File: src/hw/edbp_pkg.sv
// ==========================================================================
// Shared constants of the external data memory bus port.
package edbp_pkg;

  localparam int          ADDR_W        = 13;         // External address width.
  localparam int          DATA_W        = 16;         // External data width.
  localparam int          ACCESS_CYCLES = 2;          // Clock cycles per access.
  localparam logic [12:0] ADDR_RST      = 13'h0000;   // Address shown after reset.
  localparam logic        BANK_X        = 1'b0;       // Bank select code for X.
  localparam logic        BANK_Y        = 1'b1;       // Bank select code for Y.
  localparam logic        STROBE_IDLE   = 1'b1;       // Inactive level of a low strobe.
  localparam logic        OE_RST        = 1'b1;       // Control pins driven after reset.

endpackage : edbp_pkg

File: src/hw/edbp_pin_if.sv
`timescale 1ns/1ps
// ==========================================================================
// Next-cycle pin values carried from the sequencer to the pin stage.
interface edbp_pin_if;
  logic        bank_d;
  logic [12:0] addr_d;
  logic        ctrl_oe_d;
  logic        rd_n_d;
  logic        wr_n_d;
  logic [15:0] wdata_d;
  logic        data_oe_d;
  logic        grant_n_d;
  logic        owner_n_d;

  modport ctrl  (output bank_d, addr_d, ctrl_oe_d, rd_n_d, wr_n_d, wdata_d,
                 data_oe_d, grant_n_d, owner_n_d);
  modport stage (input  bank_d, addr_d, ctrl_oe_d, rd_n_d, wr_n_d, wdata_d,
                 data_oe_d, grant_n_d, owner_n_d);
endinterface : edbp_pin_if

File: src/hw/edbp_pin_stage.sv
`timescale 1ns/1ps
// ==========================================================================
// Output register stage: every pin value and enable leaves from a flop.
module edbp_pin_stage (
  input  wire logic        ref_clk,
  input  wire logic        rst,
  edbp_pin_if.stage        pins,
  output logic             bank_sel_out,
  output logic             bank_sel_oe,
  output logic [12:0]      ext_addr_out,
  output logic             ext_addr_oe,
  output logic             mem_read_strobe_n,
  output logic             mem_read_strobe_oe,
  output logic             mem_write_strobe_n,
  output logic             mem_write_strobe_oe,
  output logic [15:0]      ext_data_out,
  output logic             ext_data_oe,
  output logic             bus_hold_grant_n,
  output logic             bus_owner_strobe_n
);

  // Pins take their next values on every rising edge; reset gives the quiet bus.
  always_ff @(posedge ref_clk) begin
    if (rst) begin
      bank_sel_out        <= edbp_pkg::BANK_X;
      bank_sel_oe         <= edbp_pkg::OE_RST;
      ext_addr_out        <= edbp_pkg::ADDR_RST;
      ext_addr_oe         <= edbp_pkg::OE_RST;
      mem_read_strobe_n   <= edbp_pkg::STROBE_IDLE;
      mem_read_strobe_oe  <= edbp_pkg::OE_RST;
      mem_write_strobe_n  <= edbp_pkg::STROBE_IDLE;
      mem_write_strobe_oe <= edbp_pkg::OE_RST;
      ext_data_out        <= 16'h0000;
      ext_data_oe         <= 1'b0;
      bus_hold_grant_n    <= edbp_pkg::STROBE_IDLE;
      bus_owner_strobe_n  <= edbp_pkg::STROBE_IDLE;
    end else begin
      bank_sel_out        <= pins.bank_d;
      bank_sel_oe         <= pins.ctrl_oe_d;
      ext_addr_out        <= pins.addr_d;
      ext_addr_oe         <= pins.ctrl_oe_d;
      mem_read_strobe_n   <= pins.rd_n_d;
      mem_read_strobe_oe  <= pins.ctrl_oe_d;
      mem_write_strobe_n  <= pins.wr_n_d;
      mem_write_strobe_oe <= pins.ctrl_oe_d;
      ext_data_out        <= pins.wdata_d;
      ext_data_oe         <= pins.data_oe_d;
      bus_hold_grant_n    <= pins.grant_n_d;
      bus_owner_strobe_n  <= pins.owner_n_d;
    end
  end

endmodule // edbp_pin_stage

File: src/hw/edbp_port.sv
`timescale 1ns/1ps
// ==========================================================================
// Overview of operation
// RQ1 - Bank select pin is 0 for X bank accesses and 1 for Y bank.
// RQ2 - Between accesses the address pins keep showing the last accessed address.
// RQ3 - After reset the address pins stay 0x000 until the first access.
// RQ4 - An outside master asks for the bus by pulling hold request low.
// RQ5 - Bus owner strobe is low while this port itself uses the bus.
// RQ6 - Hold grant goes low when the bus is handed to the outside master.
// RQ7 - While granted, bank select, address and both strobes float.
// RQ8 - Data pins float unless writing, and always while the bus is granted.
// RQ9 - Read strobe low on reads, write strobe low on writes, data driven on writes.
// RQ10 - An access in flight completes first; ownership returns once hold request rises.
module edbp_port #(
  parameter int ACCESS_CYCLES = edbp_pkg::ACCESS_CYCLES
) (
  input  wire logic        ref_clk,
  input  wire logic        rst,
  input  wire logic        req_valid,
  input  wire logic        req_write,
  input  wire logic        req_bank,
  input  wire logic [12:0] req_addr,
  input  wire logic [15:0] req_wdata,
  output logic             req_ready,
  output logic             done_pulse,
  output logic [15:0]      rd_data,
  output logic             bank_sel_out,
  output logic             bank_sel_oe,
  output logic [12:0]      ext_addr_out,
  output logic             ext_addr_oe,
  output logic             mem_read_strobe_n,
  output logic             mem_read_strobe_oe,
  output logic             mem_write_strobe_n,
  output logic             mem_write_strobe_oe,
  input  wire logic [15:0] ext_data_in,
  output logic [15:0]      ext_data_out,
  output logic             ext_data_oe,
  input  wire logic        bus_hold_request_n,
  output logic             bus_hold_grant_n,
  output logic             bus_owner_strobe_n
);

  // ========================================================================
  // State and registers.
  typedef enum logic [1:0] {EDBP_IDLE, EDBP_ACCESS, EDBP_RELEASED} edbp_state_e;
  typedef logic [7:0] edbp_cnt_t;

  localparam edbp_cnt_t CNT_LAST = edbp_cnt_t'(ACCESS_CYCLES - 1);

  edbp_state_e state_q, state_d;
  edbp_cnt_t   cnt_q, cnt_d;
  logic [12:0] addr_q, addr_d;
  logic        bank_q, bank_d;
  logic        write_q, write_d;
  logic [15:0] wdata_q, wdata_d;
  logic        ready_q, ready_d;
  logic        done_q, done_d;
  logic [15:0] rdata_q, rdata_d;

  edbp_pin_if pins ();

  // ========================================================================
  // Decoding of the current cycle.
  wire hold_req  = ~bus_hold_request_n;                               // RQ4
  wire take_req  = (state_q == EDBP_IDLE) && ~hold_req && req_valid;
  wire last_beat = (state_q == EDBP_ACCESS) && (cnt_q == 8'h00);
  wire in_access = (state_d == EDBP_ACCESS);

  // Next state: hold wins over a new request, but never cuts an access short.
  always_comb begin
    state_d = state_q;
    unique case (state_q)
      EDBP_IDLE: begin
        if (hold_req) begin
          state_d = EDBP_RELEASED;                                    // RQ6
        end else if (req_valid) begin
          state_d = EDBP_ACCESS;
        end
      end
      EDBP_ACCESS: begin
        if (last_beat) begin
          state_d = hold_req ? EDBP_RELEASED : EDBP_IDLE;             // RQ10
        end
      end
      EDBP_RELEASED: begin
        if (!hold_req) begin
          state_d = EDBP_IDLE;                                        // RQ10
        end
      end
    endcase
  end

  // Access registers: address and bank hold their last value between accesses.
  assign cnt_d   = take_req ? CNT_LAST : (state_q == EDBP_ACCESS ? cnt_q - 8'h01 : cnt_q);
  assign addr_d  = take_req ? req_addr  : addr_q;                     // RQ2
  assign bank_d  = take_req ? req_bank  : bank_q;                     // RQ1
  assign write_d = take_req ? req_write : write_q;
  assign wdata_d = take_req ? req_wdata : wdata_q;
  assign ready_d = (state_d == EDBP_IDLE) && ~hold_req;
  assign done_d  = last_beat;
  assign rdata_d = (last_beat && !write_q) ? ext_data_in : rdata_q;

  // Pin values one cycle ahead, so the pins line up with state_q.
  assign pins.bank_d    = bank_d;                                     // RQ1
  assign pins.addr_d    = addr_d;                                     // RQ2
  assign pins.ctrl_oe_d = (state_d != EDBP_RELEASED);                 // RQ7
  assign pins.rd_n_d    = ~(in_access && !write_d);                   // RQ9
  assign pins.wr_n_d    = ~(in_access && write_d);                    // RQ9
  assign pins.wdata_d   = wdata_d;
  assign pins.data_oe_d = in_access && write_d;                       // RQ8
  assign pins.grant_n_d = ~(state_d == EDBP_RELEASED);                // RQ6
  assign pins.owner_n_d = ~in_access;                                 // RQ5

  // Sequencer registers; the address resets to zero for the first access.
  always_ff @(posedge ref_clk) begin
    if (rst) begin
      state_q <= EDBP_IDLE;
      cnt_q   <= 8'h00;
      addr_q  <= edbp_pkg::ADDR_RST;                                  // RQ3
      bank_q  <= edbp_pkg::BANK_X;
      write_q <= 1'b0;
      wdata_q <= 16'h0000;
      ready_q <= 1'b0;
      done_q  <= 1'b0;
      rdata_q <= 16'h0000;
    end else begin
      state_q <= state_d;
      cnt_q   <= cnt_d;
      addr_q  <= addr_d;
      bank_q  <= bank_d;
      write_q <= write_d;
      wdata_q <= wdata_d;
      ready_q <= ready_d;
      done_q  <= done_d;
      rdata_q <= rdata_d;
    end
  end

  assign req_ready  = ready_q;
  assign done_pulse = done_q;
  assign rd_data    = rdata_q;

  // ========================================================================
  // Pin output stage.
  edbp_pin_stage u_pin_stage (
    .ref_clk             (ref_clk),
    .rst                 (rst),
    .pins                (pins.stage),
    .bank_sel_out        (bank_sel_out),
    .bank_sel_oe         (bank_sel_oe),
    .ext_addr_out        (ext_addr_out),
    .ext_addr_oe         (ext_addr_oe),
    .mem_read_strobe_n   (mem_read_strobe_n),
    .mem_read_strobe_oe  (mem_read_strobe_oe),
    .mem_write_strobe_n  (mem_write_strobe_n),
    .mem_write_strobe_oe (mem_write_strobe_oe),
    .ext_data_out        (ext_data_out),
    .ext_data_oe         (ext_data_oe),
    .bus_hold_grant_n    (bus_hold_grant_n),
    .bus_owner_strobe_n  (bus_owner_strobe_n)
  );

  // ========================================================================
  // Assertions and covers.
  logic accessed_q;

  // Remembers whether any access has happened since reset.
  always_ff @(posedge ref_clk) begin
    if (rst) begin
      accessed_q <= 1'b0;
    end else if (state_q == EDBP_ACCESS) begin
      accessed_q <= 1'b1;
    end
  end

  a_bank_sel_match: assert property (@(posedge ref_clk) disable iff (rst) // RQ1
    $rose(state_q == EDBP_ACCESS) |-> bank_sel_out == $past(req_bank) && bank_sel_oe)
    else $error("bank select differs from the requested bank");

  a_addr_held_idle: assert property (@(posedge ref_clk) disable iff (rst) // RQ2
    (state_q == EDBP_IDLE) && $past(state_q == EDBP_IDLE) |-> $stable(ext_addr_out))
    else $error("address changed while no access was running");

  a_addr_zero_reset: assert property (@(posedge ref_clk) disable iff (rst) // RQ3
    !accessed_q && (state_q != EDBP_ACCESS) |-> ext_addr_out == 13'h0000)
    else $error("address not zero before the first access");

  a_owner_during_access: assert property (@(posedge ref_clk) disable iff (rst) // RQ5
    take_req |=> !bus_owner_strobe_n [*2])
    else $error("bus owner strobe not low during the access");

  a_grant_on_idle_hold: assert property (@(posedge ref_clk) disable iff (rst) // RQ6
    (state_q == EDBP_IDLE) && !bus_hold_request_n |=> !bus_hold_grant_n)
    else $error("hold grant not given one cycle after an idle hold request");

  a_float_when_granted: assert property (@(posedge ref_clk) disable iff (rst) // RQ7
    !bus_hold_grant_n |-> !bank_sel_oe && !ext_addr_oe && !mem_read_strobe_oe
                          && !mem_write_strobe_oe && bus_owner_strobe_n)
    else $error("control pins driven while the bus is granted");

  a_data_write_only: assert property (@(posedge ref_clk) disable iff (rst) // RQ8
    ext_data_oe |-> !mem_write_strobe_n && bus_hold_grant_n)
    else $error("data pins driven outside a write");

  a_read_strobe: assert property (@(posedge ref_clk) disable iff (rst) // RQ9
    take_req && !req_write |=> !mem_read_strobe_n && mem_write_strobe_n && !ext_data_oe)
    else $error("read access has wrong strobes");

  a_finish_then_grant: assert property (@(posedge ref_clk) disable iff (rst) // RQ10
    $fell(bus_hold_grant_n) |-> $past(bus_owner_strobe_n) || $past(done_d))
    else $error("bus granted in the middle of an access");

  a_resume_after_hold: assert property (@(posedge ref_clk) disable iff (rst) // RQ10
    !bus_hold_grant_n && !bus_hold_request_n |=> !bus_hold_grant_n)
    else $error("bus taken back while hold request is still low");

  c_write_access: cover property (@(posedge ref_clk) disable iff (rst)
    take_req && req_write ##2 done_pulse);
  c_read_access: cover property (@(posedge ref_clk) disable iff (rst)
    take_req && !req_write ##2 done_pulse);
  c_hold_mid_access: cover property (@(posedge ref_clk) disable iff (rst)
    (state_q == EDBP_ACCESS) && !bus_hold_request_n ##[1:4] !bus_hold_grant_n);

endmodule // edbp_port

File: config.mk
export PLATFORM = sky130hd
export DESIGN_NAME = edbp_port
export DESIGN_NICKNAME = d
export VERILOG_FILES = /design/src/hw/edbp_pkg.sv /design/src/hw/edbp_pin_if.sv /design/src/hw/edbp_pin_stage.sv /design/src/hw/edbp_port.sv
export SDC_FILE = /design/constraint.sdc
export NUM_CORES = 1
export LEC_CHECK = 0
export BUFFER_PORTS_ARGS = -buffer_cell sky130_fd_sc_hd__buf_4
export CAP_MARGIN = 20
export CORE_MARGIN = 2
export CORE_UTILIZATION = 43
export DETAILED_ROUTE_END_ITERATION = 12
export PLACE_DENSITY = 0.79
export SETUP_SLACK_MARGIN = 0.05
export SYNTH_ARGS = -nofsm -noshare
export SYNTH_HDL_FRONTEND = slang
export SYNTH_SLANG_ARGS = --single-unit
File: constraint.sdc
create_clock -name ref_clk -period 2.35 [get_ports ref_clk]
set_input_delay 0.3525 -clock ref_clk [delete_from_list [all_inputs] [get_ports ref_clk]]
set_output_delay 0.3525 -clock ref_clk [all_outputs]
set_load 0.05 [all_outputs]
Word-level counts from Yosys, hierarchy flattened
Cells that the tools add are included.

word-level totals
  flip-flop bits (word level) = 65
  logic and storage cells = 49

operators by class
  $add $sub $neg = 1
  equal/unequal tests = 5
  mux-type cells = 9
  bitwise operators = 4
  reduce and logical (&&, ||, !) cells = 14

operators with widths
  operator             count
  $mux 2               5
  $logic_not 8->1      1
  $sub 8x1->8 const B  1
  $logic_and 1x1->1    7
  $pmux 2 s3           1
  $eq 2x1->1 const B   2
  $eq 2x2->1 const B   2
  $logic_not 2->1      2
  $not 1->1            4
  $mux 1               3
  $logic_not 1->1      2
  $ne 2x2->1 const B   1
  $reduce_bool 2->1    1
  $reduce_or 2->1      1

Depth between registers and ports, before layout
Gate-level depths: netlist (run 1).

  depth in word-level cells = 7
  mapped depth = 8
  depth with buffers taken out = 6

By module
A second synthesis (run 1) with hierarchy kept.

second synthesis, totals
  cells, all modules = 304
  area, all modules = 3420.8 sq um

by module, submodules not included
  module          instances  cells each  area an instance (sq um)  sequential area each (sq um)
  edbp_port       1          226         2424.8                    1181.1
  edbp_pin_stage  1          78          996.0                     720.7

Least setup slack after synthesis (run 1)
Ideal clock, no wire load.

  kind = reg2reg
  from = reg cnt_q[3]
  to = reg rdata_q[10], in the netlist rd_data[10]
  data arrival time = 1.691 ns
  slack = 0.531 ns
  stages on the path, launching flop included = 6
  path buffers = 1
  clock period less this slack = 1.819 ns
  path through = dfxtp_1 or4_4 nor3_4 buf_12 mux2i_1 nor2_1

between the ends
  word-level cells in the longest chain between the ends = 3

RTL lines
  element                   line              text
  start: declaration        edbp_port.sv:51   edbp_cnt_t cnt_q, cnt_d;
  start signal: assignment  edbp_port.sv:128  cnt_q <= cnt_d;
  $logic_not 8->1           edbp_port.sv:66   wire last_beat = (state_q == EDBP_ACCESS) && (cnt_q == 8'h00);
  $logic_and 1x1->1         edbp_port.sv:66
  $logic_and 1x1->1         edbp_port.sv:101  assign rdata_d = (last_beat && !write_q) ? ext_data_in : rdata_q;
  end signal: assignment    edbp_port.sv:135  rdata_q <= rdata_d;
  end: declaration          edbp_port.sv:58   logic [15:0] rdata_q, rdata_d;

Every way passes these cells.
A chain may end at the register's enable or synchronous reset.

Worst setup path in the final report (run 1)
  from = reg state_q[1]
  to = reg u_pin_stage.bus_hold_grant_n

between the ends
  word-level cells in the longest chain between the ends = 6
  elaborated cells on any way between the ends = 11

RTL lines
  element                   line                              text
  start: declaration        edbp_port.sv:50                   edbp_state_e state_q, state_d;
  start signal: assignment  edbp_port.sv:127                  state_q <= state_d;
  $eq 2x1->1                edbp_port.sv:66, edbp_port.sv:72
  $logic_and 1x1->1         edbp_port.sv:66
  $mux 2                    edbp_port.sv:81                   if (last_beat) begin
  $pmux 2 s3 (*)            edbp_port.sv:72                   unique case (state_q)
  $eq 2x2->1 (*)            edbp_port.sv:111                  assign pins.grant_n_d = ~(state_d == EDBP_RELEASED);
  $not 1->1 (*)             edbp_port.sv:111
  end signal: assignment    edbp_pin_stage.sv:35              bus_hold_grant_n <= edbp_pkg::STROBE_IDLE;
  end signal: assignment    edbp_pin_stage.sv:48              bus_hold_grant_n <= pins.grant_n_d;
  end: declaration          edbp_pin_stage.sv:18              output logic bus_hold_grant_n,

Mark *: on every way between the ends. The rest lies on a longest branch, timed or not.

==> results of run 1 <==
-- report_power, final --
group / internal, mW / switching (mW) / total (mW)
Combinational: 0.229 / 0.385 / 0.614
Clock: 0.620 / 0.401 / 1.02
Sequential: 1.15 / 0.0383 / 1.19
Total: 2.00 / 0.825 / 2.82
-- per-layer routing --
| layer | global-route usage | wire length (um) | vias to the layer above |
|---|---|---|---|
| li1 | - | - | 1094 |
| met1 | 0.205 | 2410 | 969 |
| met2 | 0.273 | 2490 | 80 |
| met3 | 0.0568 | 472 | 10 |
| met4 | 0.0845 | 78 | 0 |
| met5 | 0 | 0 | - |
-- critical path: cells and delay by family, from the launching register on --
| family | cells | cell delay [ns] |
|---|---|---|
| adders and majority gates | 1 | 0.36 |
| and+or+nand+nor | 2 | 0.54 |
| buffers and inverters | 2 | 0.30 |
| DFF | 1 | 0.31 |
| AOI/OAI and AO/OA | 2 | 0.40 |
-- flip-flops by register name, indices dropped and copies added, names as in the netlist --
signal                          count
rd_data                            16
u_pin_stage.ext_data_out           16
u_pin_stage.ext_addr_out           13
cnt_q                               8
state_q                             2
done_pulse                          1
req_ready                           1
u_pin_stage.bank_sel_out            1
u_pin_stage.bus_hold_grant_n        1
u_pin_stage.bus_owner_strobe_n      1
u_pin_stage.ext_data_oe             1
u_pin_stage.mem_read_strobe_n       1
u_pin_stage.mem_write_strobe_n      1
write_q                             1
-- worst max path at each step --
stage,to,cells past startpoint,startpoint
after CTS,req_ready,6,state_q[1]
after global placement,req_ready,6,state_q[1]
after detailed placement,req_ready,6,state_q[1]
after floorplan,rd_data[10],5,cnt_q[3]
after global routing,u_pin_stage.bus_hold_grant_n,7,state_q[1]
final,u_pin_stage.bus_hold_grant_n,7,state_q[1]
-- synth_stat cells (2+ instances only) --
library cell   n
nand3_1        4
ha_1           5
xor2_1         4
nor4bb_1       2
xnor2_1        3
inv_1          4
nor2_1        27
mux2i_1       17
a21oi_1       32
nand2_1       66
nor3_1         2
clkbuf_1      13
and3_1         2
buf_4          4
dfxtp_1       64
nand4bb_1      2
o211ai_1       2
-- final cells by class --
class                           instances  area [um2]
Multi-Input combinational cell        181        1010
Timing Repair Buffer                  114         856
Clock buffer                           10         138
Tap cell                               72        90.1
Inverter                                4        15.0
Sequential cell                        64        1280
Fill cell                             476        2000
Clock inverter                          6        82.6
-- logic make-up (layout without fill, tap and decap cells) --
family          count (synthesis)  after routing  share of synthesized area
fa+ha+maj                       5              5                     0.0260
buf+inv                        23            134                     0.0493
mux                            17             17                     0.0706
xor+xnor                        7              7                     0.0255
compound gates                 39             39                     0.0873
flops                          64             64                      0.532
simple gates                  113            113                      0.209
-- stage by stage --
stage | total power [mW] | cell area (um2) | instances
6_report | 2.82 | 3470 | 451
5_1_grt | 2.95 | 3470 | 451
4_1_cts | 2.84 | 3460 | 449
3_5_place_dp | 1.82 | 3240 | 433
3_3_place_gp | 1.80 | 3240 | 433
2_1_floorplan | 1.63 | 2410 | 268
-- what timing repair did --
item,4_1_cts,5_1_grt
gates resized for setup,0,0
setup endpoints to repair,0,1
buffers inserted,0,2
==> results.py, run 1 <==
metrics = {
    "floorplanning": {
        "num_rows": 27,
        "dieArea_mm2": 0.00622,
        "die_y_um": 78.8,
        "start_util": 0.440,
        "io_pins": 108,
        "die-width_um": 78.8,
        "design.core.area_mm2": 0.00547,
    },
    "flow_run": {
        "maxCapViolations": 0,
    },
    "synthesis": {
        "yosysSeqAreaShare": 0.532,
        "synthFlopType": "dfxtp_1",
        "syn_area_mm2": 0.00241,
        "syn_avg_cell_area_um2": 8.99,
        "ys_seq_elements": 64,
        "synth_cell_types": 32,
        "synth_edf_count": 0,
        "synth_top_cell_area_share": 0.532,
        "ys_top_cells_by_area": "dfxtp_1 53%, nand2_1 10%, mux2i_1 7.1%",
        "netlist_instances": 268,
        "yosys.area.top_type": "dfxtp_1",
        "syn_nets": 324,
        "synth_warnings": 0,
        "synthArstFlopShare": 0,
    },
    "min_path": {
        "min_from": "ext_data_in[4]",
        "min_path_cells": 3,
        "hold_class": "input pin to flip-flop",
        "hold_end": "rd_data[4]",
    },
    "critical_path": {
        "critical_path.cell_chain": "inv_1 > ha_1 > nand4bb_1 > o211ai_1 > o211ai_1 > buf_4 > or3_1",
        "path_max_fanout": 10,
        "endpoint_kind": "flip-flop",
        "timing.rr.end": "u_pin_stage.bus_hold_grant_n",
        "rr_startpoint": "state_q[1]",
        "rrSetupSlack_ns": 0.33,
        "cpMostUsedCell": "o211ai_1",
        "critical_path_arrival_ns": 2.23,
        "cp_slowest_cell": "ha_1",
        "max_stage_delay_ns": 0.36,
        "reg2reg_depth": 7,
        "required_ns": 2.56,
        "start_kind": "flip-flop",
        "crit_type": "flip-flop to flip-flop",
    },
    "timing": {
        "finalHoldViolations": 0,
        "finClkSkew_ns": 0.00890,
        "worstMarginPinSlew_ns": 0.665,
        "fin_hold_ws_ns": 0.262,
        "slew_violations": 0,
        "fmax_mhz": 495,
        "slew_headroom": 0.550,
        "setup_ws_ns": 0.328,
        "rsz0062_at_grt": "no",
        "final-setup-viol-count": 0,
        "totalNegativeSetupSlack_ns": 0,
        "finalCriticalPeriod_ns": 2.02,
        "fin_crit_sh": 0.860,
    },
    "drt": {
        "firstDrtPassIters": 4,
        "final_antenna_net_count": 0,
        "drc_errors": 0,
        "vias_per_cell": 4.77,
        "num_vias": 2153,
        "routed_wl_um": 5450,
        "drt_iter0_markers": 81,
        "wire_per_inst_um": 12.1,
    },
    "cts": {
        "cts_root_buffer": "clkbuf_8",
        "cts_buffer_depth": 2,
        "htree_levels": 3,
        "cts_tree": "done",
        "cts.sinks": 64,
        "cts_hold_buf": 0,
        "clk_latency_ns": 0.33,
        "cts_buffers": 9,
        "clkTransAtPathRegs_ns": 0.07,
    },
    "cells_and_area": {
        "diodes": 0,
        "final_util": 0.634,
        "fin_nets": 430,
        "final_common_cell": "buf_4",
        "final_cell_mix": "114 x buf_4, 66 x nand2_1, 64 x dfxtp_1",
        "areaGrowthSynthToFinish_pct": 44.1,
        "layout-drive-gt1-share": 0.348,
    },
    "global_routing": {
        "gr-usage-all-layers": 0.170,
        "grt_max_degree": 55,
        "grt_pass1_wl_um": 8480,
        "antenna_found_initial": 0,
        "grt_pass1_vias": 2017,
        "grt_overflow": 0,
    },
    "power_and_ir_drop": {
        "powerDensity_mw_per_mm2": 813,
        "peakVddDrop_uv": 414,
        "power.leakage_nw": 1.50,
    },
    "place": {
        "dpl.hpwl_um": 3900,
        "io_buffers": 107,
        "gp_congestion": 0.846,
        "pre_cts_ws_ns": 0.282,
    },
    "outcome": {
        "status": "complete, no violations",
    },
}
Note: power is estimated with default switching activity, not from simulation.
==> run 2: changes to the inputs <==
==> constraint.sdc (replaced) <==
create_clock -name ref_clk -period 2.5 [get_ports ref_clk]
set_input_delay 0.375 -clock ref_clk [delete_from_list [all_inputs] [get_ports ref_clk]]
set_output_delay 0.375 -clock ref_clk [all_outputs]
set_load 0.05 [all_outputs]
==> run 2 against run 1 <==
Worst setup slack better by 0.041 ns. Die area unchanged. Clock power fell by 13%. Total power down 9.1%. Fmax fell by 5.1%. Count of clock-buffer cells in the layout is 1 higher. Combinational power decreased by 8.5%. Global-route usage increased by 0.22 points. Largest power group unchanged.
==> results.py, run 2 (synthesis results as in run 1) <==
metrics = {
    "outcome": {
        "status": "complete, no violations",
    },
    "cells_and_area": {
        "fin_cells": 448,
        "areaGrowthSynthToFinish_pct": 42.6,
        "final_common_cell": "buf_4",
        "final_area_mm2": 0.00343,
        "final_cell_mix": "111 x buf_4, 66 x nand2_1, 64 x dfxtp_1",
        "fin_nets": 427,
        "layout-drive-gt1-share": 0.343,
        "diodes": 0,
    },
    "cts": {
        "clk_latency_ns": 0.33,
        "cts.sinks": 64,
        "htree_levels": 3,
        "cts_setup_buffers": 0,
        "cts_root_buffer": "clkbuf_8",
        "ctsResizeCount": 0,
        "cts_buffer_depth": 2,
        "clkTransAtPathRegs_ns": 0.07,
        "cts_tree": "done",
        "cts_buffers": 9,
        "cts_hold_buf": 0,
    },
    "timing": {
        "fin_crit_sh": 0.852,
        "fin_hold_ws_ns": 0.283,
        "finalCriticalPeriod_ns": 2.13,
        "rsz0062_at_grt": "no",
        "finalHoldViolations": 0,
        "finClkSkew_ns": 0.0104,
        "slew_headroom": 0.596,
        "worstMarginPinSlew_ns": 0.598,
        "final-setup-viol-count": 0,
        "totalNegativeSetupSlack_ns": 0,
        "fmax_mhz": 469,
        "slew_violations": 0,
    },
    "place": {
        "gp_congestion": 0.838,
        "dpl.hpwl_um": 3820,
        "io_buffers": 107,
        "dp_cells": 432,
        "placed_area_mm2": 0.00323,
    },
    "flow_run": {
        "maxCapViolations": 0,
    },
    "drt": {
        "routed_wl_um": 5350,
        "firstDrtPassIters": 4,
        "num_vias": 2107,
        "drt_iter0_markers": 137,
        "drc_errors": 0,
        "vias_per_cell": 4.70,
        "final_antenna_net_count": 0,
        "wire_per_inst_um": 12.0,
    },
    "min_path": {
        "hold_class": "input pin to flip-flop",
        "min_from": "ext_data_in[2]",
    },
    "critical_path": {
        "start_kind": "flip-flop",
        "crit_path_start": "state_q[1]",
        "endpoint_kind": "flip-flop",
        "rrSetupSlack_ns": 0.37,
        "path_max_fanout": 10,
        "crit_type": "flip-flop to flip-flop",
        "critical_path_arrival_ns": 2.37,
        "required_ns": 2.74,
        "rr_startpoint": "state_q[1]",
    },
    "global_routing": {
        "antenna_found_initial": 0,
        "grtUsageMet1": 0.206,
        "grt_pass1_wl_um": 8450,
        "gr-usage-all-layers": 0.172,
        "met3_usage": 0.0614,
        "grt_overflow": 0,
        "grt_util_met2": 0.278,
        "busiest_layer": "met2",
        "grt_pass1_vias": 1931,
        "grt_max_degree": 55,
    },
    "floorplanning": {
        "io_pins": 108,
        "num_rows": 27,
        "die-width_um": 78.8,
        "start_util": 0.440,
        "die_y_um": 78.8,
        "dieArea_mm2": 0.00622,
        "design.core.area_mm2": 0.00547,
    },
    "power_and_ir_drop": {
        "power.leakage_nw": 1.47,
        "peakVddDrop_uv": 375,
        "powerDensity_mw_per_mm2": 747,
        "total_power_mw": 2.57,
    },
}
## run 2: critical path: stages, from the launching register on
cell	delay, ns
dfxtp_1	0.31
inv_1	0.13
ha_1	0.36
nor4bb_1	0.38
a21oi_1	0.12
o211ai_1	0.44
nor4bb_1	0.31
## run 2: through the flow
step	util	setup WS (ns)
3_5_place_dp	0.590	0.375
3_3_place_gp	0.590	0.537
6_report	0.628	0.369
4_1_cts	0.628	0.362
2_1_floorplan	-	0.681
5_1_grt	0.628	0.182
## run 2: routing by layer
metal / routed length, um / share of wire
met5: 0 / 0
met4: 75 / 0.014
met3: 486 / 0.091
met2: 2470 / 0.46
met1: 2320 / 0.43
## run 2: layout make-up
class / instances / area [um2]
Clock inverter: 5 / 55.1
Multi-Input combinational cell: 181 / 1010
Inverter: 4 / 15.0
Tap cell: 72 / 90.1
Timing Repair Buffer: 111 / 833
Sequential cell: 64 / 1280
Clock buffer: 11 / 151
Fill cell: 497 / 2040
## run 2: final timing paths
path / cells past startpoint / to
max: 6 / req_ready
min: 3 / rd_data[2]
max reg2reg: 6 / req_ready
min reg2reg: 2 / u_pin_stage.ext_addr_out[0]
## run 2: power breakdown
part	leakage (nW)	internal, mW	switching, mW
Combinational	0.853	0.204	0.358
Sequential	0.521	1.08	0.0361
Clock	0.101	0.511	0.377
Total	1.47	1.80	0.772
==> run 3: changes to the inputs <==
--- a/config.mk
+++ b/config.mk
@@ -8,9 +8,9 @@
 export BUFFER_PORTS_ARGS = -buffer_cell sky130_fd_sc_hd__buf_4
 export CAP_MARGIN = 20
 export CORE_MARGIN = 2
-export CORE_UTILIZATION = 43
+export CORE_UTILIZATION = 46
 export DETAILED_ROUTE_END_ITERATION = 12
-export PLACE_DENSITY = 0.79
+export PLACE_DENSITY = 0.83
 export SETUP_SLACK_MARGIN = 0.05
 export SYNTH_ARGS = -nofsm -noshare
 export SYNTH_HDL_FRONTEND = slang
==> run 3 against run 2 <==
Routed wire length up 1.4%. Clock skew down 0.0059 ns. Final area up 0.33%. Global-route usage up 1.7 points. Clock power up 7.3%. Total power up 2.6%. Worst hold slack better by 0.0028 ns. Critical path type unchanged. Largest cell class unchanged.
==> results.py, run 3 (synthesis results as in run 1) <==
metrics = {
    "floorplanning": {
        "start_util": 0.475,
        "die_y_um": 76.4,
        "num_rows": 26,
        "io_pins": 108,
        "design.core.area_mm2": 0.00507,
        "dieArea_mm2": 0.00583,
        "die-width_um": 76.4,
    },
    "outcome": {
        "status": "complete, no violations",
    },
    "cells_and_area": {
        "fin_nets": 427,
        "final_cell_mix": "111 x buf_4, 66 x nand2_1, 64 x dfxtp_1",
        "layout-drive-gt1-share": 0.343,
        "areaGrowthSynthToFinish_pct": 43.1,
        "diodes": 0,
        "final_common_cell": "buf_4",
        "final_util": 0.679,
    },
    "global_routing": {
        "grt_pass1_vias": 1967,
        "grt_overflow": 0,
        "antenna_found_initial": 0,
        "grt_max_degree": 55,
        "grt_pass1_wl_um": 8970,
        "gr-usage-all-layers": 0.189,
    },
    "critical_path": {
        "rrSetupSlack_ns": 0.36,
        "path_max_fanout": 10,
        "endpoint_kind": "flip-flop",
        "critical_path_arrival_ns": 2.37,
        "start_kind": "flip-flop",
        "crit_type": "flip-flop to flip-flop",
        "required_ns": 2.73,
    },
    "cts": {
        "ctsResizeCount": 0,
        "clkTransAtPathRegs_ns": 0.06,
        "cts_buffer_depth": 2,
        "cts_buffers": 9,
        "clk_latency_ns": 0.33,
        "cts.sinks": 64,
        "cts_root_buffer": "clkbuf_8",
        "cts_hold_buf": 0,
        "cts_setup_buffers": 0,
        "cts_tree": "done",
        "htree_levels": 3,
    },
    "timing": {
        "totalNegativeSetupSlack_ns": 0,
        "rsz0062_at_grt": "no",
        "finClkSkew_ns": 0.00451,
        "final-setup-viol-count": 0,
        "finalCriticalPeriod_ns": 2.14,
        "fin_crit_sh": 0.855,
        "worstMarginPinSlew_ns": 0.632,
        "slew_headroom": 0.572,
        "finalHoldViolations": 0,
        "slew_violations": 0,
        "fmax_mhz": 468,
    },
    "power_and_ir_drop": {
        "switchingPower_uw": 767,
        "peakVddDrop_uv": 553,
        "pwr-share-clk": 0.362,
        "powerDensity_mw_per_mm2": 764,
        "power_frac_comb": 0.214,
        "internal_power_mw": 1.87,
        "power.leakage_nw": 1.49,
        "p_seq_frac": 0.424,
        "switching_share": 0.291,
    },
    "place": {
        "io_buffers": 107,
        "dpl.hpwl_um": 3920,
        "gp_congestion": 0.870,
    },
    "drt": {
        "vias_per_cell": 4.80,
        "final_antenna_net_count": 0,
        "wire_per_inst_um": 12.2,
        "routed_wl_um": 5430,
        "firstDrtPassIters": 4,
        "num_vias": 2143,
        "drc_errors": 0,
        "drt_iter0_markers": 70,
    },
    "min_path": {
        "hold_class": "input pin to flip-flop",
    },
    "flow_run": {
        "maxCapViolations": 0,
    },
}
-- run 3: power groups by stage --
stage,registers (mW),logic (mW),clock network (mW)
after floorplan,1.29,0.235,0
after global placement,1.14,0.556,0
after detailed placement,1.14,0.567,0
after CTS,1.12,0.568,0.988
after global routing,1.12,0.605,1.03
final,1.12,0.564,0.953
-- run 3: final cells by class --
cell class | count | area [um2]
Tap cell | 70 | 87.6
Multi-Input combinational cell | 181 | 1010
Timing Repair Buffer | 111 | 833
Sequential cell | 64 | 1280
Inverter | 4 | 15.0
Fill cell | 421 | 1630
Clock inverter | 6 | 82.6
Clock buffer | 10 | 138
-- run 3: stage by stage --
| stage | std cells | area [um2] | total power [mW] | setup WS [ns] | hold WS [ns] |
|---|---|---|---|---|---|
| floorplan | 268 | 2410 | 1.53 | 0.681 | 0.469 |
| global placement | 430 | 3230 | 1.69 | 0.540 | 0.442 |
| detailed placement | 430 | 3230 | 1.71 | 0.418 | 0.447 |
| CTS | 446 | 3450 | 2.67 | 0.400 | 0.268 |
| global route | 446 | 3450 | 2.76 | 0.190 | 0.279 |
| finish | 446 | 3450 | 2.63 | 0.363 | 0.285 |
-- run 3: path summary, 6_finish.rpt --
path / start / end / depth (start not counted)
worst min-delay path: ext_data_in[1] / rd_data[1] / 3
worst min register to register: u_pin_stage.ext_data_out[9] / u_pin_stage.ext_data_out[9] / 2
worst max register to register: state_q[1] / req_ready / 6
worst max-delay path: state_q[1] / req_ready / 6
-- run 3: worst max-delay path, stage by stage, from the launching register on --
cell and delay [ns]:
dfxtp_1 0.31, inv_1 0.12, ha_1 0.36, nor4bb_1 0.34
a21oi_1 0.12, o211ai_1 0.45, nor4bb_1 0.33
-- run 3: metal layers --
metal / vias up / track usage / part of all wire
met3: 8 / 0.0628 / 0.079
met2: 88 / 0.310 / 0.47
met4: 0 / 0.0855 / 0.015
met5: - / 0 / 0
met1: 962 / 0.225 / 0.43
li1: 1085 / - / -
